### src/dac_cmd_regs.svh
// register offsets, field positions, codes and reset values
`ifndef DAC_CMD_REGS_SVH
`define DAC_CMD_REGS_SVH

`define OFS_CMD        12'h000
`define OFS_STATUS     12'h004
`define OFS_COND01     12'h008
`define OFS_COND23     12'h00c
`define OFS_CTRL       12'h010
`define OFS_RES_VALUE  12'h014

`define CMD_OP_LSB     0
`define CMD_KW_LSB     4
`define CMD_CHAN_LSB   8
`define CMD_LEVEL_LSB  16
`define STAT_WAIT_BIT  0
`define STAT_ERR_BIT   1
`define STAT_FWIRE_BIT 2
`define STAT_RES_LSB   16
`define CTRL_ROUTE_BIT 0

`define CHANS_BASE     5'd8
`define CHANS_EXP      5'd16

`define LEVEL_POS      16'h7fff
`define LEVEL_NEG      16'h8001
`define LEVEL_ZERO     16'h0000
`define LEVEL_ILLEGAL  16'h8000

`define EXP_PRESENT    16'h0000
`define EXP_ABSENT     16'h0007
`define RES_DEFAULT    32'h0000_00c8
`define CHK_DEFAULT    16'h00cf
`define ROUTE_RESET    1'b1
`endif

### src/dac_cmd_pkg.sv
// types shared by the command interpreter and its users
package dac_cmd_pkg;
  typedef enum logic [3:0] {
    OP_NONE      = 4'h0,
    OP_ABORT     = 4'h1,
    OP_INIT      = 4'h2,
    OP_APPLY_CUR = 4'h3,
    OP_APPLY_VLT = 4'h4,
    OP_RES_CFG   = 4'h6,
    OP_CAL_RLD   = 4'h7,
    OP_CAL_STORE = 4'h8,
    OP_CAL_TEST  = 4'h9
  } cmd_op_e;

  typedef enum logic [1:0] {
    KW_VALUE   = 2'd0,
    KW_MIN     = 2'd1,
    KW_MAX     = 2'd2,
    KW_DEFAULT = 2'd3
  } level_kw_e;

  typedef enum logic {
    TRIG_IDLE,
    TRIG_WAIT
  } trig_state_e;

  // one analog channel as seen by the output stage
  typedef struct packed {
    logic        relay;
    logic        current_mode;
    logic [15:0] level;
  } chan_out_s;
endpackage

### src/dac_output_cal_commands.sv
// command interpreter for output and calibration commands, apb slave
`include "dac_cmd_regs.svh"

module dac_output_cal_commands (
  input  wire logic                      sys_clk_i,
  input  wire logic                      rst_n_i,
  input  wire logic                      ce_i,
  input  wire logic                      psel_i,
  input  wire logic                      penable_i,
  input  wire logic                      pwrite_i,
  input  wire logic [11:0]               paddr_i,
  input  wire logic [31:0]               pwdata_i,
  output      logic [31:0]               prdata_o,
  output      logic                      pready_o,
  output      logic                      pslverr_o,
  input  wire logic                      expanded_i,
  input  wire logic [15:0]               prog_sel_jumper_i,
  input  wire logic [15:0]               kind_current_jumper_i,
  input  wire logic                      store_en_jumper_i,
  input  wire logic                      trig_i,
  output      logic                      trig_fire_o,
  output      logic                      four_wire_o,
  output      dac_cmd_pkg::chan_out_s [15:0] chan_o
);
  import dac_cmd_pkg::*;

  // ==========================================================
  // bus decode
  logic        acc;
  logic        wr_cmd;
  logic        wr_stat;
  logic        wr_ctrl;
  logic        wr_res;
  logic        mapped;
  cmd_op_e     op;
  level_kw_e   kw;
  logic [4:0]  chan_f;
  logic [15:0] lvl_f;

  assign acc     = ce_i && psel_i && penable_i;
  assign wr_cmd  = acc && pwrite_i && paddr_i == `OFS_CMD;
  assign wr_stat = acc && pwrite_i && paddr_i == `OFS_STATUS;
  assign wr_ctrl = acc && pwrite_i && paddr_i == `OFS_CTRL;
  assign wr_res  = acc && pwrite_i && paddr_i == `OFS_RES_VALUE;
  assign op      = cmd_op_e'(pwdata_i[`CMD_OP_LSB +: 4]);
  assign kw      = level_kw_e'(pwdata_i[`CMD_KW_LSB +: 2]);
  assign chan_f  = pwdata_i[`CMD_CHAN_LSB +: 5];
  assign lvl_f   = pwdata_i[`CMD_LEVEL_LSB +: 16];
  assign mapped  = paddr_i == `OFS_CMD || paddr_i == `OFS_STATUS ||
                   paddr_i == `OFS_COND01 || paddr_i == `OFS_COND23 ||
                   paddr_i == `OFS_CTRL || paddr_i == `OFS_RES_VALUE;
  // zero-wait slave: every access completes in its first access cycle
  assign pready_o  = 1'b1;
  assign pslverr_o = psel_i && penable_i && !mapped;

  // ==========================================================
  // state
  trig_state_e trig_st;
  logic        err;
  logic        route_shared;
  logic [15:0] result;
  logic [15:0] cond [4];
  logic [15:0] nvm_cond [4];
  logic [31:0] cal_res;
  logic [31:0] nvm_res;
  logic [15:0] chk;
  logic [15:0] nvm_chk;

  // ==========================================================
  // command checks
  logic [4:0]  n_chans;
  logic        idx_ok;
  logic [3:0]  idx;
  logic        kind_ok;
  logic        lvl_ok;
  logic        apply_op;
  logic        apply_go;
  logic        busy_refuse;
  logic [15:0] sum_now;
  logic [15:0] next_level;
  logic [15:0] test_bits;

  assign n_chans = expanded_i ? `CHANS_EXP : `CHANS_BASE;
  assign idx_ok  = chan_f <= n_chans;
  assign idx     = (chan_f == 5'd0) ? 4'd0 : 4'(chan_f - 5'd1);
  assign apply_op = op == OP_APPLY_CUR || op == OP_APPLY_VLT;

  always_comb begin
    kind_ok = 1'b0;
    if (prog_sel_jumper_i[idx]) begin
      kind_ok = 1'b1;
    end else if (op == OP_APPLY_CUR) begin
      kind_ok = kind_current_jumper_i[idx];
    end else begin
      kind_ok = !kind_current_jumper_i[idx];
    end
  end

  // keyword to level, full scale is +-0.02 A or +-16 V
  always_comb begin
    next_level = lvl_f;
    unique case (kw)
      KW_VALUE: next_level = lvl_f;
      KW_MIN:   next_level = `LEVEL_NEG;
      KW_MAX:   next_level = `LEVEL_POS;
      KW_DEFAULT: next_level = `LEVEL_ZERO;
    endcase
  end
  assign lvl_ok   = !(kw == KW_VALUE && lvl_f == `LEVEL_ILLEGAL);
  assign apply_go = wr_cmd && apply_op && idx_ok && kind_ok && lvl_ok;

  // reload and check are refused while a trigger is awaited
  assign busy_refuse = trig_st == TRIG_WAIT &&
                       (op == OP_CAL_RLD || op == OP_CAL_TEST);

  assign sum_now = 16'(cond[0] + cond[1] + cond[2] + cond[3] +
                       cal_res[15:0] + cal_res[31:16]);

  // channel flagged if not calibrated for its present kind
  always_comb begin
    test_bits = 16'h0000;
    for (int i = 0; i < 16; i++) begin
      if (i < int'(n_chans)) begin
        test_bits[i] = chan_o[i].current_mode ? !cond[2][i] : !cond[3][i];
      end
    end
  end

  // ==========================================================
  // trigger system
  always_ff @(posedge sys_clk_i) begin
    if (!rst_n_i) begin
      trig_st     <= TRIG_IDLE;
      trig_fire_o <= 1'b0;
    end else if (ce_i) begin
      trig_fire_o <= 1'b0;
      if (wr_cmd && op == OP_ABORT) begin
        trig_st <= TRIG_IDLE;
      end else if (wr_cmd && op == OP_INIT) begin
        trig_st <= TRIG_WAIT;
      end else if (trig_st == TRIG_WAIT && trig_i) begin
        trig_st     <= TRIG_IDLE;
        trig_fire_o <= 1'b1;
      end
    end
  end

  // ==========================================================
  // channel outputs
  always_ff @(posedge sys_clk_i) begin
    if (!rst_n_i) begin
      for (int i = 0; i < 16; i++) begin
        // reset kind from jumpers, zero, relay open
        chan_o[i].relay        <= 1'b0;
        chan_o[i].level        <= `LEVEL_ZERO;
        chan_o[i].current_mode <= !prog_sel_jumper_i[i] &&
                                  kind_current_jumper_i[i];
      end
    end else if (ce_i && wr_cmd) begin
      if (apply_go) begin
        chan_o[idx].current_mode <= op == OP_APPLY_CUR;
        chan_o[idx].level        <= next_level;
        chan_o[idx].relay        <= 1'b1;
      end else if (op == OP_CAL_RLD && !busy_refuse) begin
        for (int i = 0; i < 16; i++) begin
          chan_o[i].relay <= 1'b0;
        end
      end else if (op == OP_CAL_TEST && !busy_refuse) begin
        // check leaves outputs off at zero
        for (int i = 0; i < 16; i++) begin
          chan_o[i].relay <= 1'b0;
          chan_o[i].level <= `LEVEL_ZERO;
        end
      end
    end
  end

  // ==========================================================
  // working and stored constants
  always_ff @(posedge sys_clk_i) begin
    if (!rst_n_i) begin
      cond    <= '{`EXP_ABSENT, 16'h0000, 16'h0000, 16'h0000};
      cal_res <= `RES_DEFAULT;
      chk     <= `CHK_DEFAULT;
    end else if (ce_i) begin
      if (wr_cmd && op == OP_CAL_RLD && !busy_refuse) begin
        // copy stored set, as at power-on
        cond    <= nvm_cond;
        cal_res <= nvm_res;
        chk     <= nvm_chk;
      end else if (wr_res && pwdata_i != 32'h0000_0000) begin
        // new resistor value in use at once
        cal_res <= pwdata_i;
        chk     <= 16'(cond[0] + cond[1] + cond[2] + cond[3] +
                       pwdata_i[15:0] + pwdata_i[31:16]);
      end
    end
  end

  // reset stands in for the power-on contents of the stored set
  always_ff @(posedge sys_clk_i) begin
    if (!rst_n_i) begin
      nvm_cond <= '{`EXP_ABSENT, 16'h0000, 16'h0000, 16'h0000};
      nvm_res  <= `RES_DEFAULT;
      nvm_chk  <= `CHK_DEFAULT;
    end else if (ce_i && wr_cmd && op == OP_CAL_STORE) begin
      // written only with jumper and good checksum
      if (store_en_jumper_i && sum_now == chk) begin
        nvm_cond <= cond;
        nvm_res  <= cal_res;
        nvm_chk  <= chk;
      end
    end
  end

  // ==========================================================
  // query results, routing, error flag
  always_ff @(posedge sys_clk_i) begin
    if (!rst_n_i) begin
      result      <= 16'h0000;
      four_wire_o <= 1'b0;
    end else if (ce_i && wr_cmd) begin
      if (op == OP_RES_CFG) begin
        // ready unless a trigger is awaited
        result      <= {15'h0000, trig_st == TRIG_IDLE};
        four_wire_o <= route_shared;
      end else if (op == OP_CAL_TEST && !busy_refuse) begin
        result <= test_bits;
      end
    end
  end

  always_ff @(posedge sys_clk_i) begin
    if (!rst_n_i) begin
      route_shared <= `ROUTE_RESET;
    end else if (wr_ctrl) begin
      route_shared <= pwdata_i[`CTRL_ROUTE_BIT];
    end
  end

  logic err_set;
  always_comb begin
    err_set = 1'b0;
    if (wr_cmd) begin
      unique case (op)
        OP_APPLY_CUR, OP_APPLY_VLT: err_set = !apply_go;
        OP_CAL_RLD, OP_CAL_TEST:    err_set = busy_refuse;
        OP_CAL_STORE: err_set = !(store_en_jumper_i && sum_now == chk);
        OP_ABORT, OP_INIT, OP_RES_CFG, OP_NONE: err_set = 1'b0;
        default:                    err_set = 1'b1;
      endcase
    end else if (wr_res) begin
      err_set = pwdata_i == 32'h0000_0000;
    end
  end

  // set beats a clear arriving in the same cycle
  always_ff @(posedge sys_clk_i) begin
    if (!rst_n_i) begin
      err <= 1'b0;
    end else if (ce_i) begin
      err <= err_set || (err && !(wr_stat && pwdata_i[`STAT_ERR_BIT]));
    end
  end

  // ==========================================================
  // read mux
  always_comb begin
    prdata_o = 32'h0000_0000;
    if (psel_i && !pwrite_i) begin
      unique case (paddr_i)
        `OFS_STATUS: begin
          prdata_o[`STAT_WAIT_BIT]       = trig_st == TRIG_WAIT;
          prdata_o[`STAT_ERR_BIT]        = err;
          prdata_o[`STAT_FWIRE_BIT]      = four_wire_o;
          prdata_o[`STAT_RES_LSB +: 16]  = result;
        end
        `OFS_COND01:    prdata_o = {cond[1], cond[0]};
        `OFS_COND23:    prdata_o = {cond[3], cond[2]};
        `OFS_CTRL:      prdata_o[`CTRL_ROUTE_BIT] = route_shared;
        `OFS_RES_VALUE: prdata_o = cal_res;
        default:        prdata_o = 32'h0000_0000;
      endcase
    end
  end
endmodule

### config.mk
export PLATFORM = sky130hd
export DESIGN_NAME = dac_output_cal_commands
export DESIGN_NICKNAME = d
export VERILOG_FILES = /design/src/dac_cmd_pkg.sv /design/src/dac_output_cal_commands.sv
export VERILOG_INCLUDE_DIRS = /design/src /design/src/src
export SDC_FILE = /design/constraint.sdc
export NUM_CORES = 1
export LEC_CHECK = 0
export BUFFER_PORTS_ARGS = -buffer_cell sky130_fd_sc_hd__buf_4
export CAP_MARGIN = 0
export CORE_MARGIN = 3
export CORE_UTILIZATION = 50
export CTS_CLUSTER_DIAMETER = 100
export DETAILED_ROUTE_END_ITERATION = 8
export PLACE_DENSITY_LB_ADDON = 0.08
export SLEW_MARGIN = 20
export SYNTH_ARGS = -nofsm -noshare
export SYNTH_HDL_FRONTEND = slang
export SYNTH_SLANG_ARGS = --single-unit
export TNS_END_PERCENT = 20
### constraint.sdc
create_clock -name sys_clk_i -period 7.2 [get_ports sys_clk_i]
set_input_delay 2.16 -clock sys_clk_i [delete_from_list [all_inputs] [get_ports sys_clk_i]]
set_output_delay 2.16 -clock sys_clk_i [all_outputs]
set_load 0.1 [all_outputs]
==> results.md <==
* Yosys warning count at 0
* Max frequency at 0.1460 GHz
* Setup Viol. Count Final at 0
* Post-cts gate resize count at 0
* Number of standard cells in the final layout excluding fillers at 3965
* CP Data Required Time at 7.75 ns
* Number of flops mapped to enable cells by yosys at 16
* First-pass iteration count of the detailed router at 8
* Leading cell types in the layout, fill and taps excluded: sky130_fd_sc_hd__nand2_1, sky130_fd_sc_hd__dfxtp_1, sky130_fd_sc_hd__buf_4, sky130_fd_sc_hd__mux2i_1, sky130_fd_sc_hd__a21oi_1
* Reported net switching power at 1.628 mW
* Leading cell type in the layout, fill and taps excluded: sky130_fd_sc_hd__nand2_1
* Cell area after technology mapping at 26110 sq um
* Transition time at the pin with the least slew margin at 1.224 ns
* Number of DRC violations after detailed routing at 0
* CTS tree: done
* Sequential fraction of the synthesis area at 0.4148
* Top-area cell type share of the netlist area at 0.3964
* Cell total after placement at 3859
* Biggest fanout along the worst timing path at 21
* Share of power burned in the clock network at 0.481
* Count of antenna diodes in the layout at 0
* Number of synthesized register bits at 533
* Worst hold path stage count at 2
* Path depth of the worst reg2reg path at 23
* Largest net degree at the start of global routing at 244
* Global-route wire length before repair at 135600 um
* Total routed wirelength at 94290 um
* Vias in the first global route at 21.77k
* Post-placement worst setup slack at 0.05971 ns
* Remaining max-slew budget at the tightest pin at 0.1840
* Die Area at 55000 sq um
* Min setup slack post-route at 0.3507 ns
* Top FF cell, synth: sky130_fd_sc_hd__dfxtp_1
* H-Tree Depth at 2
* Worst hold endpoint: chan_o[251]
* Kind of critical path: flop to flop
* # IOs at 409
* Hold-fix buffers, CTS at 0
* Clock Sink Count at 533
* Insertion delay of the later-clocked pin in the worst-skew pair at 0.63 ns
* Part of the total power dissipated in combinational logic at 0.068
* Internal Pwr Total at 4.997 mW
* Setup Buffers After CTS at 0
* Final weighted congestion of routability-driven global placement at 0.9626
* Die height at 234.5 um
* R2r endpoint: nvm_cond[42]
* Sum Neg Setup Slack at 0 ns
* Number of buffers added on ports at 407
* VDD IR-drop max at 0.1839 mV
* Total track usage at 0.3236
* Starting density of the core at 0.5069
* Number of rows in the core area at 83
* Avg Synthesized Cell Area at 8.869 sq um
* Post-synthesis cell type with the largest combined area: sky130_fd_sc_hd__dfxtp_1
* Initial antenna violation count at 1
* Hold crit path type: flop to flop
* Number of nets with antenna violations after detailed routing at 0
* Root Buffer Master: sky130_fd_sc_hd__clkbuf_16
* Worst slack on hold paths at 0.4461 ns
* Post-synthesis net count at 3142
* Seq pwr share at 0.451
* Critical path origin: cond[1]
* Detailed Route Iter0 Violations at 2318
* Synth-to-Final Area Change at 21.30%
* Syn Inst Count at 2944
* Power Dens Cells at 209.2 nW/um^2
* Setup repair after global routing missed its margin: false
* Worst-case clock skew at 0.01088 ns
* Crit share post-route at 0.9513
* Setup slack on the worst flop-to-flop path at 0.35 ns
* Tot Pwr at 6.625 mW
* Source of the worst hold timing path: chan_o[251]
* Nets@finish at 3438
* Global route total overflow at 0
* Final Max Slew Viols at 0
* Async S/R FF share, synth at 0
* Detail Placement HPWL at 67460 um
* Vias post-DR at 23.06k
* Capturing element type of the critical path: flop
* Biggest area contributors in the synthesized netlist: sky130_fd_sc_hd__dfxtp_1, sky130_fd_sc_hd__mux2i_1, sky130_fd_sc_hd__nand2_1
* Clock Tree Buf Depth at 3
* Leakage dissipation at 14.13 nW
* Post-DR vias/cell at 5.815
* Die width at 234.5 um
* CTS clock-pin slew for the worst setup and hold paths at 0.06 ns
* Switching Share at 0.2458
* Category of the worst setup path launch point: flop
* Arrival time reported for the critical path endpoint at 7.39 ns
* Final routed wire length divided by cell count at 23.78 um
* Result of the run: completed
* Total core area at 51510 sq um
* Number of violations of the max-capacitance limit at 0
* Count of distinct cell types in the synthesized netlist at 77
* CTS Buf Count at 56
* Final critical path time including I/O delays and setup at 6.849 ns
* RR Startpoint: cond[1]
* Final number of hold-violating endpoints at 0
* Share of post-route cells with drive strength above 1 at 0.1872
## kinds of logic (layout without fill, tap and decap cells)
group / count (synthesis) / after routing / share of synthesized area
and+or+nand+nor: 1056 / 1056 / 0.1695
buffers and inverters: 353 / 694 / 0.06086
AOI/OAI and AO/OA: 440 / 440 / 0.1128
adders and majority gates: 113 / 113 / 0.07197
DFF: 533 / 533 / 0.4148
xor gates and xnor gates: 59 / 59 / 0.02032
muxes: 389 / 389 / 0.1496
other: 1 / 1 / 0.0001436
## worst max-delay path by stage
| stage | to | slack [ns] | cells after the start |
|---|---|---|---|
| 6_report | nvm_cond[42] | 0.35 | 23 |
| 4_1_cts | nvm_chk[11] | 0.004 | 24 |
| 3_5_place_dp | nvm_chk[11] | 0.06 | 24 |
| 2_1_floorplan | prdata_o[24] | -0.01 | 7 |
| 3_3_place_gp | nvm_chk[10] | 0.19 | 24 |
| 5_1_grt | nvm_cond[42] | 0.04 | 24 |
## metal layers
metal,up-vias,part of all wire,GRT usage
li1,10560,-,-
met1,11240,0.42,0.4521
met2,1084,0.46,0.5111
met3,172,0.082,0.05724
met4,0,0.034,0.1017
met5,-,0,0
## power by group through the flow
stage	registers (mW)	clock network [mW]	logic [mW]
after floorplan	3.09	0	0.220
after global placement	3.05	0	0.436
after detailed placement	3.05	0	0.440
after CTS	2.98	3.22	0.442
after global routing	2.98	3.32	0.478
final	2.98	3.19	0.452
## area by class of cell
class	count	area [sq um]
flip-flops and latches	533	10830
repair buffers	456	3561
fillers	4457	19840
clock inverters	28	417.9
well taps	680	850.8
inverters	135	509.2
clock buffers	75	1614
multi-input cells	2058	13890
## flip-flops by register name, indices dropped and copies added, names as in the netlist, 16 cells and up
signal    cells
cal_res      32
chan_o      288
chk          16
cond         64
nvm_chk      16
nvm_cond     64
nvm_res      32
result       16
## critical path, stage by stage, from the launching register on
cell and delay (ns):
sky130_fd_sc_hd__dfxtp_1 0.36, sky130_fd_sc_hd__inv_1 0.10, sky130_fd_sc_hd__fa_1 0.52, sky130_fd_sc_hd__fa_1 0.50, sky130_fd_sc_hd__inv_1 0.05, sky130_fd_sc_hd__ha_1 0.21
sky130_fd_sc_hd__fa_1 0.51, sky130_fd_sc_hd__a211oi_2 0.26, sky130_fd_sc_hd__o21a_1 0.20, sky130_fd_sc_hd__nor2_1 0.05, sky130_fd_sc_hd__nor2_1 0.12, sky130_fd_sc_hd__xnor2_1 0.33
sky130_fd_sc_hd__fa_1 0.54, sky130_fd_sc_hd__ha_1 0.47, sky130_fd_sc_hd__o21ai_0 0.14, sky130_fd_sc_hd__nand2b_1 0.15, sky130_fd_sc_hd__a21oi_1 0.08, sky130_fd_sc_hd__or4b_1 0.52
sky130_fd_sc_hd__nand4b_1 0.17, sky130_fd_sc_hd__or4_1 0.47, sky130_fd_sc_hd__nor4_2 0.18, sky130_fd_sc_hd__clkbuf_8 0.30, sky130_fd_sc_hd__buf_16 0.23, sky130_fd_sc_hd__mux2i_1 0.24
## per-stage QoR
step                      instance area [sq um]  utilization
final                                     31670       0.6149
after global routing                      31670       0.6149
after CTS                                 31470       0.6109
after detailed placement                  29430       0.5714
after global placement                    29430       0.5714
after floorplan                           26120            -
## Yosys cell counts (all sizes together) (19+ instances only)
library cell,n
mux2i,380
ha,51
nor3,21
o211ai,35
xnor2,44
nand2,755
inv,134
dfxtp,517
a311oi,31
nand3,40
clkbuf,159
fa,62
nor2b,20
and2,19
buf,59
nor2,131
o21ai,73
a21oi,140
(Power assumes the default switching activity.)
